**src/rtl/dmag_regs.vh**
```
// register offsets, field positions, reset values and timing counts for the address generator
`ifndef DMAG_REGS_VH
`define DMAG_REGS_VH
`define DMAG_LEGACY_CFG_ADDR 16'h03BF
`define DMAG_LEGACY_CFG_RESET 8'h00
`define DMAG_CFG_GFX_EN 0
`define DMAG_CFG_PAGE1_EN 1
`define DMAG_EMU_EN_BIT 2
`define DMAG_MISC_NATIVE_BIT 0
`define DMAG_PAGE_SEL_BIT 7
`define DMAG_VRE_CLR_BIT 4
`define DMAG_VRE_DIS_BIT 5
`define DMAG_SEQ_IDX_CFG0 6
`define DMAG_SEQ_IDX_CFG1 7
`define DMAG_REFRESH_PER_LINE 3'h6
`define DMAG_WIN_TEXT_MASK 20'hFF000
`define DMAG_WIN_TEXT_BASE 20'hB0000
`define DMAG_WIN_HALF_MASK 20'hF8000
`define DMAG_WIN_FULL_MASK 20'hF0000
`define DMAG_WIN_LOW_BASE 20'hB0000
`endif

```
**src/rtl/dmag_addr_mux.v**
```verilog
// row/column multiplexer for one memory address bus
`timescale 1ns/1ps
module dmag_addr_mux
(
  input wire [7:0] rowAddr,
  input wire [7:0] colAddr,
  input wire colPhase,
  output wire [7:0] busOut
);
  // column phase selects column bits onto the bus
  assign busOut = colPhase ? colAddr : rowAddr;
endmodule // dmag_addr_mux

```
**src/rtl/dmag_display_memory_address_gen.v**
```verilog
// display memory address generator, refresh, split screen, cursor and vertical interrupt
`timescale 1ns/1ps
`include "dmag_regs.vh"
module dmag_display_memory_address_gen
(
  input wire clock,
  input wire reset,
  input wire [15:0] ioAddr,
  input wire [7:0] ioWrData,
  input wire ioWrite,
  input wire ioRead,
  output reg [7:0] ioRdData,
  input wire [7:0] emulation_mode_reg,
  input wire [7:0] miscOutput,
  input wire [7:0] seqIndex,
  input wire [7:0] hostModeCtrl,
  input wire hostReq,
  input wire [19:0] hostAddr,
  input wire chainMode,
  input wire [1:0] chain_select_code,
  input wire plane_page_bit,
  output reg hostAck,
  output reg hostRefused,
  input wire graphicsMode,
  input wire charClk,
  input wire hBlank,
  input wire screenStart,
  input wire lineStart,
  input wire [9:0] scanLine,
  input wire [7:0] char_code,
  input wire [1:0] font_select_code,
  input wire [15:0] startAddr,
  input wire [9:0] line_compare_reg,
  input wire [4:0] preset_row_scan_reg,
  input wire [4:0] max_scan_line_reg,
  input wire [7:0] row_offset_reg,
  input wire [4:0] cursor_start_reg,
  input wire [4:0] cursor_end_reg,
  input wire [7:0] cursor_loc_high,
  input wire [7:0] cursor_loc_low,
  input wire [7:0] vert_retrace_end_reg,
  input wire [9:0] vert_display_end_reg,
  output reg [7:0] mem_bus_a,
  output reg [7:0] mem_bus_b,
  output reg rowStrobe_n,
  output reg colStrobe_n,
  output reg cursorActive,
  output reg crt_interrupt_out,
  output reg [7:0] refreshRow,
  output reg [15:0] display_addr_counter,
  output reg [4:0] row_scan_count,
  output reg effPageSel
);
  // cycle states, one-hot
  localparam [3:0] ST_IDLE = 4'h1;
  localparam [3:0] ST_ROW = 4'h2;
  localparam [3:0] ST_COL = 4'h4;
  localparam [3:0] ST_DONE = 4'h8;
  localparam [1:0] SRC_HOST = 2'h0;
  localparam [1:0] SRC_CRT = 2'h1;
  localparam [1:0] SRC_REF = 2'h2;

  reg [7:0] legacyCfg;
  reg [3:0] state;
  reg [1:0] src;
  reg [2:0] refreshDone;
  reg crtPending;
  reg [15:0] rowBase;
  reg [7:0] hostRowA;
  reg [7:0] hostRowB;
  reg [7:0] hostCol;
  reg [7:0] crtRowA;
  reg [7:0] crtRowB;
  reg [7:0] crtColA;
  reg [7:0] crtColB;
  reg [7:0] selRowA;
  reg [7:0] selRowB;
  reg [7:0] selColA;
  reg [7:0] selColB;
  reg hostInWindow;
  wire [7:0] muxA;
  wire [7:0] muxB;
  wire legacyActive;
  wire gfxAllowed;
  wire page1Allowed;
  wire cfgHit;
  wire [15:0] cursorAddr;
  wire colPhase;

  // legacy settings count only in emulation with native select clear
  assign legacyActive = emulation_mode_reg[`DMAG_EMU_EN_BIT]
    & ~miscOutput[`DMAG_MISC_NATIVE_BIT];
  assign gfxAllowed = ~legacyActive | legacyCfg[`DMAG_CFG_GFX_EN];
  assign page1Allowed = ~legacyActive | legacyCfg[`DMAG_CFG_PAGE1_EN];
  assign cfgHit = (ioAddr == `DMAG_LEGACY_CFG_ADDR);
  assign cursorAddr = {cursor_loc_high, cursor_loc_low};
  assign colPhase = (state == ST_COL) | (state == ST_DONE);

  // legacy configuration register write
  always @(posedge clock)
  begin
    if (reset)
      legacyCfg <= `DMAG_LEGACY_CFG_RESET;
    else if (ioWrite && cfgHit)
      legacyCfg <= ioWrData;
  end

  // read data: config register, or sequencer index with config bits on top
  always @(posedge clock)
  begin
    if (reset)
      ioRdData <= 8'h00;
    else if (ioRead && cfgHit)
      ioRdData <= legacyCfg;
    else if (ioRead && ioAddr == 16'h03C4)
      ioRdData <= {legacyCfg[`DMAG_CFG_PAGE1_EN], legacyCfg[`DMAG_CFG_GFX_EN],
        seqIndex[5:0]};
    else if (ioRead)
      ioRdData <= 8'h00;
  end

  // page select honoured only when upper page allowed
  always @(posedge clock)
  begin
    if (reset)
      effPageSel <= 1'b0;
    else
      effPageSel <= hostModeCtrl[`DMAG_PAGE_SEL_BIT] & page1Allowed;
  end

  // host window check for locked text, half-memory and full-memory settings
  always @*
  begin
    if (!gfxAllowed)
      hostInWindow = ((hostAddr & `DMAG_WIN_TEXT_MASK) == `DMAG_WIN_TEXT_BASE);
    else if (legacyActive && !page1Allowed)
      hostInWindow = ((hostAddr & `DMAG_WIN_HALF_MASK) == `DMAG_WIN_LOW_BASE);
    else if (legacyActive)
      hostInWindow = ((hostAddr & `DMAG_WIN_FULL_MASK) == `DMAG_WIN_LOW_BASE);
    else
      hostInWindow = 1'b1;
  end

  // host row and column address forming
  always @*
  begin
    if (!chainMode)
      hostRowA = hostAddr[7:0];
    else if (chain_select_code == 2'h0)
      hostRowA = {hostAddr[6:0], hostAddr[16]};
    else
      hostRowA = {hostAddr[6:0], plane_page_bit};
    hostRowB = hostRowA;
    hostCol = {hostAddr[15], hostAddr[8], hostAddr[13], hostAddr[12],
      hostAddr[11], hostAddr[10], hostAddr[9], hostAddr[14]};
  end

  // CRT row and column forming for text and graphics
  always @*
  begin
    crtRowA = display_addr_counter[7:0];
    crtColA = {display_addr_counter[15], display_addr_counter[8],
      display_addr_counter[13], display_addr_counter[12], display_addr_counter[11],
      display_addr_counter[10], display_addr_counter[9], display_addr_counter[14]};
    if (graphicsMode && gfxAllowed)
    begin
      crtRowB = crtRowA;
      crtColB = crtColA;
    end
    else
    begin
      crtRowB = {char_code[2:0], row_scan_count};
      crtColB = {font_select_code[1], char_code[3], 1'b0, char_code[7:4],
        font_select_code[0]};
    end
  end

  // source select for the address buses
  always @*
  begin
    if (src == SRC_REF)
    begin
      selRowA = refreshRow;
      selRowB = refreshRow;
      selColA = 8'h00;
      selColB = 8'h00;
    end
    else if (src == SRC_CRT)
    begin
      selRowA = crtRowA;
      selRowB = crtRowB;
      selColA = crtColA;
      selColB = crtColB;
    end
    else
    begin
      selRowA = hostRowA;
      selRowB = hostRowB;
      selColA = hostCol;
      selColB = hostCol;
    end
  end

  dmag_addr_mux muxBusA
  (
    .rowAddr(selRowA),
    .colAddr(selColA),
    .colPhase(colPhase),
    .busOut(muxA)
  );

  dmag_addr_mux muxBusB
  (
    .rowAddr(selRowB),
    .colAddr(selColB),
    .colPhase(colPhase),
    .busOut(muxB)
  );

  // DRAM cycle sequencer: refresh in blanking, then CRT, then host
  always @(posedge clock)
  begin
    if (reset)
    begin
      state <= ST_IDLE;
      src <= SRC_HOST;
      refreshDone <= 3'h0;
      refreshRow <= 8'h00;
      crtPending <= 1'b0;
      hostAck <= 1'b0;
      hostRefused <= 1'b0;
      rowStrobe_n <= 1'b1;
      colStrobe_n <= 1'b1;
      mem_bus_a <= 8'h00;
      mem_bus_b <= 8'h00;
    end
    else
    begin
      hostAck <= 1'b0;
      hostRefused <= 1'b0;
      mem_bus_a <= muxA;
      mem_bus_b <= muxB;
      if (charClk && !hBlank)
        crtPending <= 1'b1;
      if (lineStart)
        refreshDone <= 3'h0;
      case (state)
        ST_IDLE:
        begin
          rowStrobe_n <= 1'b1;
          colStrobe_n <= 1'b1;
          if (hBlank && refreshDone != `DMAG_REFRESH_PER_LINE)
          begin
            src <= SRC_REF;
            state <= ST_ROW;
          end
          else if (crtPending && !hBlank)
          begin
            src <= SRC_CRT;
            crtPending <= 1'b0;
            state <= ST_ROW;
          end
          else if (hostReq && !hostInWindow)
            hostRefused <= 1'b1;
          else if (hostReq)
          begin
            src <= SRC_HOST;
            state <= ST_ROW;
          end
        end
        ST_ROW:
        begin
          rowStrobe_n <= 1'b0;
          state <= ST_COL;
        end
        ST_COL:
        begin
          colStrobe_n <= (src == SRC_REF); // refresh is row-only read
          state <= ST_DONE;
        end
        ST_DONE:
        begin
          rowStrobe_n <= 1'b1;
          colStrobe_n <= 1'b1;
          state <= ST_IDLE;
          if (src == SRC_REF)
          begin
            refreshRow <= refreshRow + 8'h01;
            refreshDone <= refreshDone + 3'h1;
          end
          if (src == SRC_HOST)
            hostAck <= 1'b1;
        end
        default:
          state <= ST_IDLE;
      endcase
    end
  end

  // display address counter, split screen and row scan
  always @(posedge clock)
  begin
    if (reset)
    begin
      display_addr_counter <= 16'h0000;
      rowBase <= 16'h0000;
      row_scan_count <= 5'h00;
    end
    else if (screenStart)
    begin
      display_addr_counter <= startAddr;
      rowBase <= startAddr;
      row_scan_count <= (graphicsMode && gfxAllowed) ? 5'h00 : preset_row_scan_reg;
    end
    else if (lineStart && scanLine == line_compare_reg)
    begin
      display_addr_counter <= 16'h0000;
      rowBase <= 16'h0000;
      row_scan_count <= 5'h00;
    end
    else if (lineStart)
    begin
      if (row_scan_count == max_scan_line_reg)
      begin
        row_scan_count <= 5'h00;
        rowBase <= rowBase + {7'h00, row_offset_reg, 1'b0};
        display_addr_counter <= rowBase + {7'h00, row_offset_reg, 1'b0};
      end
      else
      begin
        row_scan_count <= row_scan_count + 5'h01;
        display_addr_counter <= rowBase;
      end
    end
    else if (state == ST_DONE && src == SRC_CRT)
      display_addr_counter <= display_addr_counter + 16'h0001;
  end

  // cursor match on address and scan line range
  always @(posedge clock)
  begin
    if (reset)
      cursorActive <= 1'b0;
    else
      cursorActive <= (display_addr_counter == cursorAddr)
        && (row_scan_count >= cursor_start_reg)
        && (row_scan_count <= cursor_end_reg) && !hBlank;
  end

  // vertical display end interrupt, held until cleared; set wins
  always @(posedge clock)
  begin
    if (reset)
      crt_interrupt_out <= 1'b0;
    else
    begin
      // set in the cycle after the end-of-display line start
      if (lineStart && scanLine == vert_display_end_reg
        && !vert_retrace_end_reg[`DMAG_VRE_DIS_BIT])
        crt_interrupt_out <= 1'b1;
      else if (!vert_retrace_end_reg[`DMAG_VRE_CLR_BIT])
        crt_interrupt_out <= 1'b0;
    end
  end
endmodule // dmag_display_memory_address_gen

```
**config.mk**
```make
export PLATFORM = sky130hd
export DESIGN_NAME = dmag_display_memory_address_gen
export DESIGN_NICKNAME = d
export VERILOG_FILES = /design/src/rtl/dmag_addr_mux.v /design/src/rtl/dmag_display_memory_address_gen.v
export VERILOG_INCLUDE_DIRS = /design/src /design/src/rtl
export SDC_FILE = /design/constraint.sdc
export NUM_CORES = 1
export LEC_CHECK = 0
export ABC_AREA = 1
export BUFFER_PORTS_ARGS = -buffer_cell sky130_fd_sc_hd__buf_2
export CAP_MARGIN = 20
export CORE_AREA = 2 2 125 127
export CTS_BUF_LIST = sky130_fd_sc_hd__clkbuf_4 sky130_fd_sc_hd__clkbuf_8
export CTS_CLUSTER_DIAMETER = 100
export DETAILED_ROUTE_END_ITERATION = 10
export DIE_AREA = 0 0 127 129
export PLACE_DENSITY = 0.79
export SYNTH_ARGS = -nofsm -noshare
export SYNTH_HDL_FRONTEND = slang
export SYNTH_HIERARCHICAL = 1
export SYNTH_SLANG_ARGS = --single-unit
export TNS_END_PERCENT = 30
```
**constraint.sdc**
```tcl
create_clock -name clock -period 1.7 [get_ports clock]
set_input_delay 0.34 -clock clock [delete_from_list [all_inputs] [get_ports clock]]
set_output_delay 0.34 -clock clock [all_outputs]
set_load 0.02 [all_outputs]
```
==> out/metrics.cfg, run 1 <==
[run_status]
status=complete, but fails checks
violations=setup timing

[timing]
layout_min_cycle_time_ns=1.77
rsz0062_at_grt=true
skew_ns=0.0173
worst_pin_slew_ns=0.441
final_max_slew_viol_count=0
setup_ws_ns=-0.0677
finalHoldViolCount=0
setup-tns-final_ns=-0.225
max-slew-margin-rel_pct=70.4
max_freq_mhz=566
setup_violations=6
period_share_pct=104

[final_layout]
ff_latch_area_mm2=0.00190
drive_gt1_share_pct=30.6
stdcell_count=1653
layout.nets=1681
multi_input_area_mm2=0.00457
final_util_pct=63.1
nFillCells=1406
synthToLayoutAreaGrowth_pct=35.3
post-route-cell-area_mm2=0.00945

[place]
dp_cells=1625
hpwlAfterDp_um=19500
post_dp_cell_area_mm2=0.00883
port_buffers=228
globalplace.congestion=0.952

[power]
comb_power_share_pct=34.2
p_per_area_mw_per_mm2=638
p_seq_share_pct=40.5
p_int_uw=3790
power.total_uw=6020
p_sw_uw=2230
power_frac_clock_pct=25.3
swShare_pct=37.1
leakagePower_uw=0.00493
ir_worst_vdd_mv=0.512

[synth]
synth-edff-count=0
syn_avg_cell_area_um2=6.02
synthArstFlopShare_pct=0
yosys.area.top_type=dfxtp_1
synth_top_area_share_pct=26.9
syn_area_mm2=0.00698
ys_top_cells_by_count=nand2_1, inv_1, nor2_1
ys_top_cells_by_area=dfxtp_1, nand2_1, inv_1
synth_seq_cells=94
synthCells=1159
yosysWarnings=6
synth-seq-area-share_pct=26.9
syn-num-nets=1381
synth_flop_cell=dfxtp_1
synth_most_common_cell=nand2_1
netlist-cell-type-count=51

[hold_path]
worstHoldPathType=primary input to flip-flop

[clocking]
clk_pin_slew_ns=0.11
htreeDepth=3
cts_hold_buf=0
clock_sinks=94
cts_inserted_buffers=9
clockBufferDepth=2
cts_tree=done
worstSkewPairLatency_ns=0.40
root_buffer=clkbuf_8

[route]
initialDrtViolationCount=661
ant_nets=0
wl_per_cell_um=15.3
vias=8728
avgViaCountPerCell=5.28
wirelength_um=25200
first_pass_iters=6
drc=0

[worst_setup_path]
end_kind=flip-flop
criticalPathCategory=flip-flop to flip-flop
startpoint_type=flip-flop
arrival_ns=2.10
cp_max_fo=4
cp.required_ns=2.04

[floorplanning]
ios=258
fp.dieH_um=129
die_x_um=127
core-area_mm2=0.0150
rows=45
initial_core_util_pct=46.6
die-area_mm2=0.0164

[global_routing]
gr-total-overflow=0
grt_max_degree=37
grt_usage_pct=29.2
grt_pass1_wl_um=37800
grt_pass1_vias=7935
antenna_found_initial=1

[run]
max_cap_violations=0

[critical path: stages, from the launching register on]
cell	delay [ns]
dfxtp_4	0.38
ha_4	0.30
inv_1	0.10
nor3_4	0.23
nand2_2	0.11
nand2_4	0.10
nand2_4	0.07
nor2_4	0.08
nand2_1	0.06
nand2_1	0.09
nand2_1	0.07
a21oi_2	0.12
[layout make-up]
| type | count | area share [%] |
|---|---|---|
| Tap cell | 188 | 2.49 |
| Clock inverter | 5 | 0.411 |
| Clock buffer | 11 | 1.60 |
| Multi-Input combinational cell | 855 | 48.4 |
| Antenna cell | 1 | 0.0265 |
| Sequential cell | 94 | 20.1 |
| Inverter | 175 | 7.01 |
| Timing Repair Buffer | 324 | 19.9 |
[layout by cell type, fill, tap and decap left out, drive strengths merged]
cell type,n
nand2,347
buf,324
inv,178
nor2,122
dfxtp,94
o21ai,92
a21oi,92
nand3,55
ha,23
nand4,22
o211ai,16
nor3,16
clkbuf,11
o22ai,10
a211oi,10
xor2,10
xnor2,7
or2,6
nor4,6
a31oi,5
a21o,2
o21a,2
nor3b,2
diode,1
mux2i,1
o21bai,1
o221ai,1
o2111ai,1
o211a,1
a211o,1
nand3b,1
o31ai,1
and3,1
fa,1
clkinv,1
clkinvlp,1
[logic make-up (layout without fill, tap and decap cells)]
logic type                 count (synthesis)  after routing  share of synthesized area [%]
AOI/OAI and AO/OA                        235            235                           18.8
xor gates and xnor gates                  17             17                           2.24
adders and majority gates                 24             24                           4.41
buffers and inverters                    210            515                           12.0
DFF                                       94             94                           26.9
muxes                                      1              1                          0.143
other                                      0              1                              0
and+or+nand+nor                          578            578                           35.5
[stage by stage]
stage               hold WS, ns  setup slack (ns)
finish                    0.179           -0.0677
global route              0.190            -0.144
CTS                       0.167          -0.00668
detailed placement        0.447            -0.231
global placement          0.441            -0.180
floorplan                 0.425          0.000859
[path summary, 6_finish.rpt]
| check | start | to | slack, ns | cells after the start |
|---|---|---|---|---|
| min | vert_retrace_end_reg[4] | crt_interrupt_out | 0.18 | 3 |
| max | rowBase[6] | rowBase[11] | -0.07 | 11 |
| min reg2reg | crt_interrupt_out | crt_interrupt_out | 0.46 | 2 |
| max reg2reg | rowBase[6] | rowBase[11] | -0.07 | 11 |
[power groups by stage]
stage	clock [µW]	sequential [µW]	combinational, µW
after floorplan	0	2590	990
after global placement	0	2470	1860
after detailed placement	0	2480	1890
after CTS	1530	2430	1940
after global routing	1610	2450	2280
final	1520	2440	2060
[registers in the layout (all words and copies together), names as in the netlist, 2 cells and up]
register / flops
display_addr_counter: 16
ioRdData: 8
legacyCfg: 8
mem_bus_a: 8
mem_bus_b: 8
refreshDone: 3
refreshRow: 8
rowBase: 16
row_scan_count: 5
src: 2
state: 4
[repair_timing]
item                                    4_1_cts  5_1_grt
hold endpoints to repair                      0        0
endpoints found under the setup margin       20       38
resized for setup                            19       63
buffers inserted                              2        9
pin swaps                                     4       14
[per-layer routing]
layer	part of all wire, %	GRT usage (%)	routed length [µm]	up-vias
li1	-	-	-	4341
met2	48	51.5	12200	392
met3	8.0	4.82	2010	49
met4	2.5	9.76	624	0
met5	0	0	0	-
met1	41	36.2	10400	3946
Power figures use the tool's default switching activity.
==> run 2: changes to the inputs <==
--- a/config.mk
+++ b/config.mk
@@ -9,11 +9,11 @@
 export ABC_AREA = 1
 export BUFFER_PORTS_ARGS = -buffer_cell sky130_fd_sc_hd__buf_2
 export CAP_MARGIN = 20
-export CORE_AREA = 2 2 125 127
+export CORE_AREA = 2 2 122 124
 export CTS_BUF_LIST = sky130_fd_sc_hd__clkbuf_4 sky130_fd_sc_hd__clkbuf_8
-export CTS_CLUSTER_DIAMETER = 100
+export CTS_CLUSTER_DIAMETER = 30
 export DETAILED_ROUTE_END_ITERATION = 10
-export DIE_AREA = 0 0 127 129
+export DIE_AREA = 0 0 124 126
 export PLACE_DENSITY = 0.79
 export SYNTH_ARGS = -nofsm -noshare
 export SYNTH_HDL_FRONTEND = slang
==> constraint.sdc (replaced) <==
create_clock -name clock -period 1.8 [get_ports clock]
set_input_delay 0.36 -clock clock [delete_from_list [all_inputs] [get_ports clock]]
set_output_delay 0.36 -clock clock [all_outputs]
set_load 0.02 [all_outputs]
==> out/metrics.cfg, run 2 (synthesis gave the netlist of run 1 again) <==
[place]
hpwlAfterDp_um=18800
dp_cells=1604
port_buffers=228
globalplace.congestion=0.995

[global_routing]
grt_max_degree=35
grt_pass1_wl_um=36900
grt_usage_pct=29.8
gr-total-overflow=0
antenna_found_initial=0
grt_pass1_vias=7775

[worst_setup_path]
rr_endpoint=rowBase[14]
reg2reg_from=rowBase[5]
startpoint_type=flip-flop
critPathCapture=rowBase[14]
crit_start=rowBase[5]
crit_path_max_incr_delay_ns=0.36
cp.required_ns=2.12
path_cells=ha_4 > nand2_2 > nor2_1 > nand2_1 > nand3_2 > buf_4 > nand2_1 > nand2_1 > nand2_1 > nand2_1 > nand2_1 > nand2_2 > nand2_1 > a21oi_2
cpMostUsedCell=nand2_1
r2r_cells=14
criticalPathCategory=flip-flop to flip-flop
r2r_slack_ns=0.04
cp_max_fo=4
cp_slowest_cell=dfxtp_1
end_kind=flip-flop
arrival_ns=2.07

[run]
max_cap_violations=0

[clocking]
cts_tree=done
cts_hold_buf=0
htreeDepth=3
cts_inserted_buffers=9
clockBufferDepth=2
clk_pin_slew_ns=0.10
worstSkewPairLatency_ns=0.39
root_buffer=clkbuf_8
clock_sinks=94

[timing]
max_freq_mhz=570
setup_violations=0
skew_ns=0.0161
final_max_slew_viol_count=0
layout_min_cycle_time_ns=1.76
worst_pin_slew_ns=0.493
setup-tns-final_ns=0
max-slew-margin-rel_pct=66.8
finalHoldViolCount=0
period_share_pct=97.5
rsz0062_at_grt=true

[route]
initialDrtViolationCount=736
ant_nets=0
wl_per_cell_um=14.8
avgViaCountPerCell=5.27
drc=0
wirelength_um=24000
vias=8571
first_pass_iters=5

[power]
swShare_pct=35.9
comb_power_share_pct=32.9
leakagePower_uw=0.00479
ir_worst_vdd_mv=0.462
p_seq_share_pct=40.8
power_frac_clock_pct=26.2
p_sw_uw=2030
p_per_area_mw_per_mm2=618
p_int_uw=3630

[final_layout]
drive_gt1_share_pct=27.8
largestRegisters=display_addr_counter x16, rowBase x16
nFillCells=1348
multi_input_area_mm2=0.00444
layout.nets=1658
n_antenna_cell=0
synthToLayoutAreaGrowth_pct=31.0
stdcell_count=1625
final_common_cell=nand2_1
ff_latch_area_mm2=0.00189
mostFrequentLayoutCells=nand2_1, buf_2, inv_1

[floorplanning]
ios=258
rows=44
core-area_mm2=0.0143
initial_core_util_pct=48.8
fp.dieH_um=126
die-area_mm2=0.0156
die_x_um=124

[hold_path]
worstHoldPathType=primary input to flip-flop

[run_status]
status=finished, final reports clean

run 2: cell count changes in the layout (fill, tap and decap cells not counted), sizes merged:
| cell | change |
|---|---|
| clkinv | +1 |
| bufinv | +1 |
| buf | -23 |
| inv | -1 |
| diode | -1 |
| clkbuf | -1 |
run 2: cell type report:
cell class	count	share of cell area, %
Timing Repair Buffer	301	18.8
Tap cell	184	2.52
Clock buffer	10	1.44
Sequential cell	94	20.7
Inverter	175	7.24
Clock inverter	6	0.752
Multi-Input combinational cell	855	48.6
run 2: routing by layer:
metal / track usage, % / share of wire (%) / routed length [µm] / vias to the layer above
met4: 7.20 / 1.9 / 451 / 0
met5: 0 / 0 / 0 / -
met1: 38.3 / 41 / 9930 / 3860
met3: 6.39 / 9.1 / 2180 / 40
met2: 50.6 / 48 / 11500 / 382
li1: - / - / - / 4289
run 2: how the worst min path moves through the flow:
| stage | startpoint | end | slack (ns) | depth (start not counted) |
|---|---|---|---|---|
| after CTS | vert_retrace_end_reg[4] | crt_interrupt_out | 0.19 | 3 |
| after floorplan | src[0] | hostAck | 0.43 | 1 |
| after global routing | vert_retrace_end_reg[4] | crt_interrupt_out | 0.20 | 3 |
| after detailed placement | rowStrobe_n | rowStrobe_n | 0.45 | 2 |
| final | vert_retrace_end_reg[4] | crt_interrupt_out | 0.20 | 3 |
| after global placement | rowStrobe_n | rowStrobe_n | 0.45 | 2 |
run 2: power by group through the flow:
stage | clock network, µW | registers, µW | logic (µW)
6_report | 1480 | 2310 | 1860
5_1_grt | 1600 | 2320 | 2060
4_1_cts | 1510 | 2290 | 1770
3_5_place_dp | 0 | 2340 | 1760
3_3_place_gp | 0 | 2340 | 1730
2_1_floorplan | 0 | 2450 | 930
run 2: stage by stage:
| stage | hold WS (ns) | power (µW) | setup slack, ns | utilization [%] | cell area [µm²] |
|---|---|---|---|---|---|
| 6_report | 0.204 | 5650 | 0.0441 | 63.9 | 9150 |
| 5_1_grt | 0.195 | 5990 | -0.0767 | 63.9 | 9150 |
| 4_1_cts | 0.190 | 5580 | 0.00260 | 62.5 | 8940 |
| 3_5_place_dp | 0.453 | 4100 | -0.168 | 60.9 | 8710 |
| 3_3_place_gp | 0.452 | 4070 | -0.143 | 60.9 | 8710 |
| 2_1_floorplan | 0.425 | 3380 | 0.0445 | - | 6990 |
run 2: worst max-delay path: cells and delay by family (launching register included):
kind                     cells  cell delay, ns
flip-flops                   1            0.36
buffers and inverters        1            0.12
AND/OR/NAND/NOR             11            0.75
AO/OA/AOI/OAI                1            0.14
adder cells (fa/ha/maj)      1            0.30
run 2: what timing repair did:
action	in CTS	in global routing
pin swaps	0	6
gates resized for setup	7	40
endpoints found under the setup margin	10	42
buffers inserted	0	5
